File: src/timer_clock_pkg.sv
// package: register map, field positions and prescale constants for the timer clock block
package timer_clock_pkg;

  localparam int unsigned CLK_PERIOD_NS = 25;

  // register byte addresses; index [0] is timer 2, index [1] is timer 3
  localparam logic [7:0]      ADDR_CLOCK_CONTROL = 8'h8E;
  localparam logic [1:0][7:0] ADDR_CONTROL       = {8'h91, 8'hC8};
  localparam logic [1:0][7:0] ADDR_RELOAD_LOW    = {8'h92, 8'hCA};
  localparam logic [1:0][7:0] ADDR_RELOAD_HIGH   = {8'h93, 8'hCB};
  localparam logic [1:0][7:0] ADDR_COUNT_LOW     = {8'h94, 8'hCC};
  localparam logic [1:0][7:0] ADDR_COUNT_HIGH    = {8'h95, 8'hCD};

  // clock-control fields
  localparam int unsigned CKC_PRESCALE_LSB = 0;
  localparam int unsigned CKC_TIMER0_SEL   = 2;
  localparam int unsigned CKC_TIMER1_SEL   = 3;
  localparam int unsigned CKC_LOW_SEL_BASE = 4; // + 2 * timer index
  localparam int unsigned CKC_HIGH_SEL_BASE = 5; // + 2 * timer index

  // timer control fields (same layout for timer 2 and timer 3)
  localparam int unsigned CTL_HIGH_FLAG   = 7;
  localparam int unsigned CTL_LOW_FLAG    = 6;
  localparam int unsigned CTL_LOW_IRQ_EN  = 5;
  localparam int unsigned CTL_CAPTURE     = 4;
  localparam int unsigned CTL_SPLIT       = 3;
  localparam int unsigned CTL_RUN         = 2;
  localparam int unsigned CTL_EXT_SEL     = 0;
  localparam logic [7:0]  CTL_WRITE_MASK  = 8'hFD;

  localparam logic [7:0]  RESET_BYTE      = 8'h00;
  localparam logic [15:0] RESET_WORD      = 16'h0000;

  // prescale field codes and divisors
  typedef enum logic [1:0] {
    PRE_DIV12 = 2'b00,
    PRE_DIV4  = 2'b01,
    PRE_DIV48 = 2'b10,
    PRE_EXT8  = 2'b11
  } prescale_t;

  localparam logic [3:0] DIV12_LAST = 4'hB;
  localparam logic [1:0] DIV4_LAST  = 2'h3;
  localparam logic [1:0] DIV48_LAST = 2'h3; // four div-12 periods
  localparam logic [2:0] EXT8_LAST  = 3'h7;

  typedef struct packed {
    logic [7:0] addr;
    logic [7:0] wdata;
    logic       wr;
    logic       rd;
  } sfr_req_t;

endpackage

File: src/timer_clock_select.sv
// timer clock selection, prescaler and two 16-bit auto-reload / capture timers
// Contract
// - timer 3 high byte clock, split mode only
// - timer 1 clock: prescaled or system clock
// - timer 0 clock: prescaled or system clock
// - prescale codes: /12, /4, /48, external/8
// - timer 2 reload bytes hold captures too
// - timer 2 high byte reads count upper byte
// - timer 3 mode from split and capture bits
// - timer 3 clock: system, /12, external/8
// - external divided-by-8 synchronised before use
// - 16-bit rollover reloads and sets high flag
// - 16-bit overflow interrupts when enabled
// - low-byte rollover interrupts when enabled
// - frame capture, 16-bit free count, copy bytes
// - frame capture split, bytes wrap independently
// - each capture raises interrupt when enabled
`timescale 1ns/1ps
`default_nettype none
module timer_clock_select
  import timer_clock_pkg::*;
(
  input  wire logic                     CLK,
  input  wire logic                     RSTN,
  input  wire timer_clock_pkg::sfr_req_t SFR_REQ,
  output logic     [7:0]                SFR_RDATA,
  input  wire logic                     EXT_CLK,
  input  wire logic                     T0_EVENT_MODE,
  input  wire logic                     T1_EVENT_MODE,
  input  wire logic                     FRAME_START,
  input  wire logic                     T2_CAPTURE,
  input  wire logic [1:0]               TIMER_IRQ_ENABLE,
  output logic                          T0_TICK,
  output logic                          T1_TICK,
  output logic     [1:0]                TIMER_IRQ
);
  import timer_clock_pkg::*;

  function automatic logic wr_hit(input sfr_req_t req, input logic [7:0] a);
    return req.wr && (req.addr == a);
  endfunction

  logic [7:0]  clock_control_reg;
  logic [3:0]  div12_reg;
  logic [1:0]  div4_reg;
  logic [1:0]  div48_reg;
  logic [2:0]  ext8_reg;
  logic        ext_meta_reg;
  logic        ext_sync_reg;
  logic        ext_prev_reg;
  logic        tick12;
  logic        tick4;
  logic        tick48;
  logic        tick_ext8;
  logic        ext_rise;
  logic        pre_tick;
  logic [7:0]  ctrl_reg   [2];
  logic [15:0] count_reg  [2];
  logic [15:0] reload_reg [2];
  logic [1:0]  lo_tick;
  logic [1:0]  hi_step;
  logic [1:0]  ovf_lo;
  logic [1:0]  ovf_hi;
  logic [1:0]  cap_evt;
  logic [1:0]  cap_trig;
  logic [7:0]  rd_mux;

  // clock-control register
  always_ff @(posedge CLK or negedge RSTN) begin
    if (!RSTN) begin
      clock_control_reg <= RESET_BYTE;
    end else if (wr_hit(SFR_REQ, ADDR_CLOCK_CONTROL)) begin
      clock_control_reg <= SFR_REQ.wdata;
    end
  end

  // free-running system clock dividers
  always_ff @(posedge CLK or negedge RSTN) begin
    if (!RSTN) begin
      div12_reg <= 4'h0;
      div4_reg  <= 2'h0;
      div48_reg <= 2'h0;
    end else begin
      div12_reg <= tick12 ? 4'h0 : div12_reg + 4'h1;
      div4_reg  <= div4_reg + 2'h1;
      if (tick12) begin
        div48_reg <= div48_reg + 2'h1;
      end
    end
  end

  assign tick12 = (div12_reg == DIV12_LAST);
  assign tick4  = (div4_reg == DIV4_LAST);
  assign tick48 = tick12 && (div48_reg == DIV48_LAST);

  // external clock: only the second and third stages are looked at, the first may be metastable
  always_ff @(posedge CLK or negedge RSTN) begin
    if (!RSTN) begin
      ext_meta_reg <= 1'b0;
      ext_sync_reg <= 1'b0;
      ext_prev_reg <= 1'b0;
    end else begin
      ext_meta_reg <= EXT_CLK;
      ext_sync_reg <= ext_meta_reg;
      ext_prev_reg <= ext_sync_reg;
    end
  end

  assign ext_rise = ext_sync_reg && !ext_prev_reg;

  always_ff @(posedge CLK or negedge RSTN) begin
    if (!RSTN) begin
      ext8_reg <= 3'h0;
    end else if (ext_rise) begin
      ext8_reg <= ext8_reg + 3'h1;
    end
  end

  // one system-clock pulse per eight external rising edges
  assign tick_ext8 = ext_rise && (ext8_reg == EXT8_LAST);

  always_comb begin
    unique case (prescale_t'(clock_control_reg[CKC_PRESCALE_LSB +: 2]))
      PRE_DIV12: pre_tick = tick12;
      PRE_DIV4:  pre_tick = tick4;
      PRE_DIV48: pre_tick = tick48;
      PRE_EXT8:  pre_tick = tick_ext8;
    endcase
  end

  // in event-count mode the counting input comes from elsewhere, so no tick here
  always_ff @(posedge CLK or negedge RSTN) begin
    if (!RSTN) begin
      T0_TICK <= 1'b0;
      T1_TICK <= 1'b0;
    end else begin
      T0_TICK <= !T0_EVENT_MODE && (clock_control_reg[CKC_TIMER0_SEL] || pre_tick);
      T1_TICK <= !T1_EVENT_MODE && (clock_control_reg[CKC_TIMER1_SEL] || pre_tick);
    end
  end

  assign cap_trig = {FRAME_START, T2_CAPTURE};

  for (genvar i = 0; i < 2; i++) begin : g_timer
    logic run;
    logic split;
    logic capture;
    logic xsel_tick;
    logic hi_tick;
    logic lo_wrap;
    logic hi_wrap;
    logic lo_reload;
    logic [7:0] lo_next;
    logic [7:0] hi_next;

    assign run       = ctrl_reg[i][CTL_RUN];
    assign split     = ctrl_reg[i][CTL_SPLIT];
    assign capture   = ctrl_reg[i][CTL_CAPTURE];
    assign xsel_tick = ctrl_reg[i][CTL_EXT_SEL] ? tick_ext8 : tick12;
    assign lo_tick[i] = run && (clock_control_reg[CKC_LOW_SEL_BASE + 2 * i] || xsel_tick);
    assign hi_tick   = run && (clock_control_reg[CKC_HIGH_SEL_BASE + 2 * i] || xsel_tick);
    assign lo_wrap   = (count_reg[i][7:0] == 8'hFF);
    assign hi_wrap   = (count_reg[i][15:8] == 8'hFF);
    // high byte follows the low carry unless split, so its select bit only matters split
    assign hi_step[i] = split ? hi_tick : (lo_tick[i] && lo_wrap);
    assign lo_reload = split ? lo_wrap : (lo_wrap && hi_wrap);
    // capture mode counts freely: a wrap goes to zero, never to the reload value
    assign lo_next = !lo_wrap ? count_reg[i][7:0] + 8'h01 :
                     (lo_reload && !capture) ? reload_reg[i][7:0] : 8'h00;
    assign hi_next = !hi_wrap ? count_reg[i][15:8] + 8'h01 :
                     capture ? 8'h00 : reload_reg[i][15:8];
    assign ovf_lo[i]  = lo_tick[i] && lo_wrap;
    assign ovf_hi[i]  = hi_step[i] && hi_wrap;
    assign cap_evt[i] = capture && cap_trig[i];

    // software write to a count byte wins over counting in the same cycle
    always_ff @(posedge CLK or negedge RSTN) begin
      if (!RSTN) begin
        count_reg[i] <= RESET_WORD;
      end else begin
        if (wr_hit(SFR_REQ, ADDR_COUNT_LOW[i])) begin
          count_reg[i][7:0] <= SFR_REQ.wdata;
        end else if (lo_tick[i]) begin
          count_reg[i][7:0] <= lo_next;
        end
        if (wr_hit(SFR_REQ, ADDR_COUNT_HIGH[i])) begin
          count_reg[i][15:8] <= SFR_REQ.wdata;
        end else if (hi_step[i]) begin
          count_reg[i][15:8] <= hi_next;
        end
      end
    end

    // a capture beats a software write to the reload bytes
    always_ff @(posedge CLK or negedge RSTN) begin
      if (!RSTN) begin
        reload_reg[i] <= RESET_WORD;
      end else if (cap_evt[i]) begin
        reload_reg[i] <= count_reg[i];
      end else begin
        if (wr_hit(SFR_REQ, ADDR_RELOAD_LOW[i])) begin
          reload_reg[i][7:0] <= SFR_REQ.wdata;
        end
        if (wr_hit(SFR_REQ, ADDR_RELOAD_HIGH[i])) begin
          reload_reg[i][15:8] <= SFR_REQ.wdata;
        end
      end
    end

    // flags: hardware set wins over a software clear in the same cycle
    always_ff @(posedge CLK or negedge RSTN) begin
      if (!RSTN) begin
        ctrl_reg[i] <= RESET_BYTE;
      end else begin
        if (wr_hit(SFR_REQ, ADDR_CONTROL[i])) begin
          ctrl_reg[i] <= SFR_REQ.wdata & CTL_WRITE_MASK;
        end
        if (ovf_hi[i] || cap_evt[i]) begin
          ctrl_reg[i][CTL_HIGH_FLAG] <= 1'b1;
        end
        if (ovf_lo[i]) begin
          ctrl_reg[i][CTL_LOW_FLAG] <= 1'b1;
        end
      end
    end

    assign TIMER_IRQ[i] = TIMER_IRQ_ENABLE[i] && (ctrl_reg[i][CTL_HIGH_FLAG] ||
                          (ctrl_reg[i][CTL_LOW_IRQ_EN] && ctrl_reg[i][CTL_LOW_FLAG]));
  end

  // read mux; unmapped addresses read zero
  always_comb begin
    rd_mux = 8'h00;
    if (SFR_REQ.addr == ADDR_CLOCK_CONTROL) begin
      rd_mux = clock_control_reg;
    end
    for (int k = 0; k < 2; k++) begin
      if (SFR_REQ.addr == ADDR_CONTROL[k]) begin
        rd_mux = ctrl_reg[k];
      end
      if (SFR_REQ.addr == ADDR_RELOAD_LOW[k]) begin
        rd_mux = reload_reg[k][7:0];
      end
      if (SFR_REQ.addr == ADDR_RELOAD_HIGH[k]) begin
        rd_mux = reload_reg[k][15:8];
      end
      if (SFR_REQ.addr == ADDR_COUNT_LOW[k]) begin
        rd_mux = count_reg[k][7:0];
      end
      if (SFR_REQ.addr == ADDR_COUNT_HIGH[k]) begin
        rd_mux = count_reg[k][15:8];
      end
    end
  end

  always_ff @(posedge CLK or negedge RSTN) begin
    if (!RSTN) begin
      SFR_RDATA <= RESET_BYTE;
    end else if (SFR_REQ.rd) begin
      SFR_RDATA <= rd_mux;
    end
  end
endmodule
`default_nettype wire

File: config.mk
export PLATFORM = sky130hd
export DESIGN_NAME = timer_clock_select
export DESIGN_NICKNAME = d
export VERILOG_FILES = /design/src/timer_clock_pkg.sv /design/src/timer_clock_select.sv
export SDC_FILE = /design/constraint.sdc
export NUM_CORES = 1
export LEC_CHECK = 0
export ABC_AREA = 1
export BUFFER_PORTS_ARGS = -buffer_cell sky130_fd_sc_hd__buf_4
export CAP_MARGIN = 20
export CORE_AREA = 2 2 153 155
export CTS_CLUSTER_SIZE = 24
export DETAILED_ROUTE_END_ITERATION = 8
export DIE_AREA = 0 0 155 157
export SLEW_MARGIN = 20
export SYNTH_ARGS = -nofsm -noshare
export SYNTH_HDL_FRONTEND = slang
export SYNTH_SLANG_ARGS = --single-unit
File: constraint.sdc
create_clock -name CLK -period 3.05 [get_ports CLK]
set_input_delay 0.305 -clock CLK [delete_from_list [all_inputs] [get_ports CLK]]
set_output_delay 0.305 -clock CLK [all_outputs]
set_load 0.02 [all_outputs]
==> out/metrics.yaml <==
die:
  io_pins: 39
  die-area_sq_um: 24300
  die_w_microns: 155
  die_y_microns: 157
  core_sq_um: 22500
  rows: 55
  initial_core_util: 0.299
sta:
  tns_ps: 0
  period_share: 0.718
  finClkSkew_ps: 9.91
  slew_viol_final: 0
  tightest_slew_ps: 744
  rsz0062_at_grt: "false"
  min_period_ps: 2190
  relSlewSlack: 0.500
  setup_ws_ps: 860
  final_hold_viol_count: 0
  max_freq_ghz: 0.457
  setup_viol: 0
clocking:
  cts_tree: "yes"
  htreeDepth: 3
  cts_resized: 0
  insertion_delay_ps: 370
  cts_buffer_depth: 2
  clockRootBuffer: "clkbuf_16"
  cts_buffers: 9
  clkSinkCount: 110
  clkTransAtPathRegs_ps: 70
logic_synthesis:
  syn_nets: 945
  syn_inst: 909
  ys_types: 48
  synth.area.top_cells: "dfrtp_1 (41%), nand2_1 (14%), nand3_1 (7.1%)"
  synth_top_cell_area_share: 0.409
  synth_flop_cell: "dfrtp_1"
  ys_seq_area_frac: 0.409
  syn-cell-area_sq_um: 6730
  synth_edf_count: 0
  syn_area_per_cell_sq_um: 7.41
  synth.ff_latch_count: 110
  yosysTopAreaCell: "dfrtp_1"
  yosys_warnings: 0
  async_flop_share: 1.00
route:
  drc_errors: 0
  routed_wl_mm: 22.0
  drt-initial-drc-count: 784
  dr.pass1.iters: 6
  vias: 6430
  via_per_inst: 5.21
  avgRoutedWirePerCell_microns: 17.8
  drtAntennaViolNets: 0
power_and_ir_drop:
  peakVddDrop_mv: 0.238
  power.density_nw_per_um2: 540
  p_leak_nw: 3.64
  total_power_mw: 4.11
worst_setup_path:
  startpoint_type: "flip-flop"
  ff2ff_setup_slack_ps: 860
  crit_chain: "ha_1, ha_1, inv_1, nor2_1, o21ai_1, nand2_1, nand2_2, nor2_1, o21ai_4, nand2_2, o21ai_0, o21ai_0"
  end_kind: "flip-flop"
  critPathMaxStageDelay_ps: 400
  r2r_start: "ext8_reg[0]$_DFFE_PN0P_"
  worst_ep_required_time_ps: 3290
  cp-startpoint: "ext8_reg[0]$_DFFE_PN0P_"
  arrival_ps: 2430
  crit_path_max_fanout: 8
  cp_slowest_cell: "dfrtp_1"
  crit_type: "reg -> reg"
place:
  post-place-ws_ps: 906
  dp_hpwl_mm: 16.4
  gp_congestion: 0.981
  portBuffers: 38
  place_inst: 1217
worst_hold_path:
  hold_path.class: "in -> reg"
  hp-start: "EXT_CLK"
final_layout:
  n_antenna_cell: 0
  nNetsFinal: 980
  area_delta_synth_final_pct: 13.0
  fillers: 2367
  post_route_cells_drive_above_1_share: 0.114
  fin_cells: 1233
  post-route-util: 0.338
outcome:
  status: "completed"
global_routing:
  grt_use_total: 0.187
  grt.overflow.total: 0
  grt_max_degree: 47
  grt_pass1_wl_mm: 34.9
  antenna_found_initial: 0
  first_global_vias: 6123
run:
  max_cap_viol_count: 0
[cell type report]
cell class | instances | area, sq um | share of cell area
Inverter | 112 | 425 | 0.0559
Timing Repair Buffer | 42 | 330 | 0.0434
Clock inverter | 4 | 56.3 | 0.00740
Multi-Input combinational cell | 669 | 3450 | 0.454
Tap cell | 285 | 357 | 0.0469
Sequential cell | 110 | 2750 | 0.362
Clock buffer | 11 | 233 | 0.0306
[cells in the mapped netlist, types with 2 or more instances]
| master | n |
|---|---|
| nand2_1 | 251 |
| dfrtp_1 | 110 |
| inv_1 | 103 |
| nand3_1 | 96 |
| o21ai_0 | 69 |
| nor2_1 | 67 |
| a21oi_1 | 32 |
| o22ai_1 | 14 |
| nand4_1 | 12 |
| nor2_2 | 11 |
| o221ai_1 | 11 |
| o211ai_1 | 10 |
| ha_1 | 9 |
| xor2_1 | 9 |
| nor3_1 | 8 |
| a22oi_1 | 7 |
| buf_2 | 7 |
| nand2_2 | 7 |
| a31oi_1 | 6 |
| clkbuf_1 | 6 |
| nor2_4 | 6 |
| nand3_2 | 5 |
| xnor2_1 | 5 |
| inv_2 | 4 |
| nand2_4 | 4 |
| buf_6 | 3 |
| clkinv_1 | 3 |
| mux2_2 | 3 |
| nor3_4 | 3 |
| o21ai_1 | 3 |
| or2_0 | 3 |
| inv_4 | 2 |
| nor3_2 | 2 |
| o311ai_0 | 2 |
| o311ai_1 | 2 |
| or2_2 | 2 |
[critical path: cells and delay by family (launching register included)]
kind / cells / cell delay, ps
and+or+nand+nor: 5 / 590
DFF: 1 / 400
buffers and inverters: 1 / 50
adders and majority gates: 2 / 370
AOI/OAI and AO/OA: 4 / 670
[repair_timing]
item                                   in CTS  in global routing
hold buffers                                1                  0
buffers inserted                            0                  0
endpoints found under the hold margin      35                  0
[per-stage QoR]
step | hold slack [ps] | cell area, sq um
floorplan | 9.41 | 6730
global placement | 305 | 7310
detailed placement | 310 | 7310
CTS | 36.5 | 7610
global route | 41.8 | 7610
finish | 42.2 | 7610
[path summary, 6_finish.rpt]
| check | endpoint | cells past startpoint |
|---|---|---|
| max in group asynchronous | count_reg[0]$_DFFE_PN0P_ | 3 |
| setup / recovery | count_reg[13]$_DFFE_PN0P_ | 12 |
| setup reg to reg | count_reg[13]$_DFFE_PN0P_ | 12 |
| hold reg to reg | ext_sync_reg$_DFF_PN0_ | 0 |
| min in group asynchronous | div12_reg[2]$_DFF_PN0_ | 2 |
| hold / removal | ext_meta_reg$_DFF_PN0_ | 1 |
[per-layer routing]
layer  track usage  vias up  wire length [microns]
li1              -     3089                      -
met1         0.261     3024                   9770
met2         0.286      267                   9690
met3        0.0262       50                   1650
met4        0.0851        0                    866
met5             0        -                      0
[report_power, final]
| group | total [mW] | internal [mW] | switching, mW |
|---|---|---|---|
| clock network | 1.21 | 0.640 | 0.571 |
| logic | 0.887 | 0.344 | 0.542 |
| registers | 2.01 | 1.71 | 0.300 |
| total | 4.11 | 2.69 | 1.41 |
[cells by family (layout without fill, tap and decap cells)]
family,Yosys count,in the layout,synth area share
mux,3,3,0.00502
flops,110,110,0.409
compound gates,161,161,0.142
simple gates,482,482,0.331
xor+xnor,14,14,0.0182
buf+inv,130,169,0.0786
fa+ha+maj,9,9,0.0167
[cell usage in the layout, fill, tap and decap left out, types with 4 or more instances in the layout]
master / netlist / routed
nor2_4: 6 / 6
nand2_4: 4 / 4
nand2_2: 7 / 7
nand3_1: 96 / 96
nand2_1: 251 / 251
a31oi_1: 6 / 6
nand4_1: 12 / 12
nor3_1: 8 / 8
dfrtp_1: 110 / 110
xnor2_1: 5 / 5
inv_1: 103 / 103
nor2_1: 67 / 67
nand3_2: 5 / 5
a22oi_1: 7 / 7
o21ai_0: 69 / 69
ha_1: 9 / 9
a21oi_1: 32 / 32
xor2_1: 9 / 9
clkbuf_16: 0 / 9
inv_2: 4 / 4
o211ai_1: 10 / 10
o221ai_1: 11 / 11
buf_4: 1 / 40
o22ai_1: 14 / 14
nor2_2: 11 / 11
No activity file was read; power rests on OpenSTA's default activity.
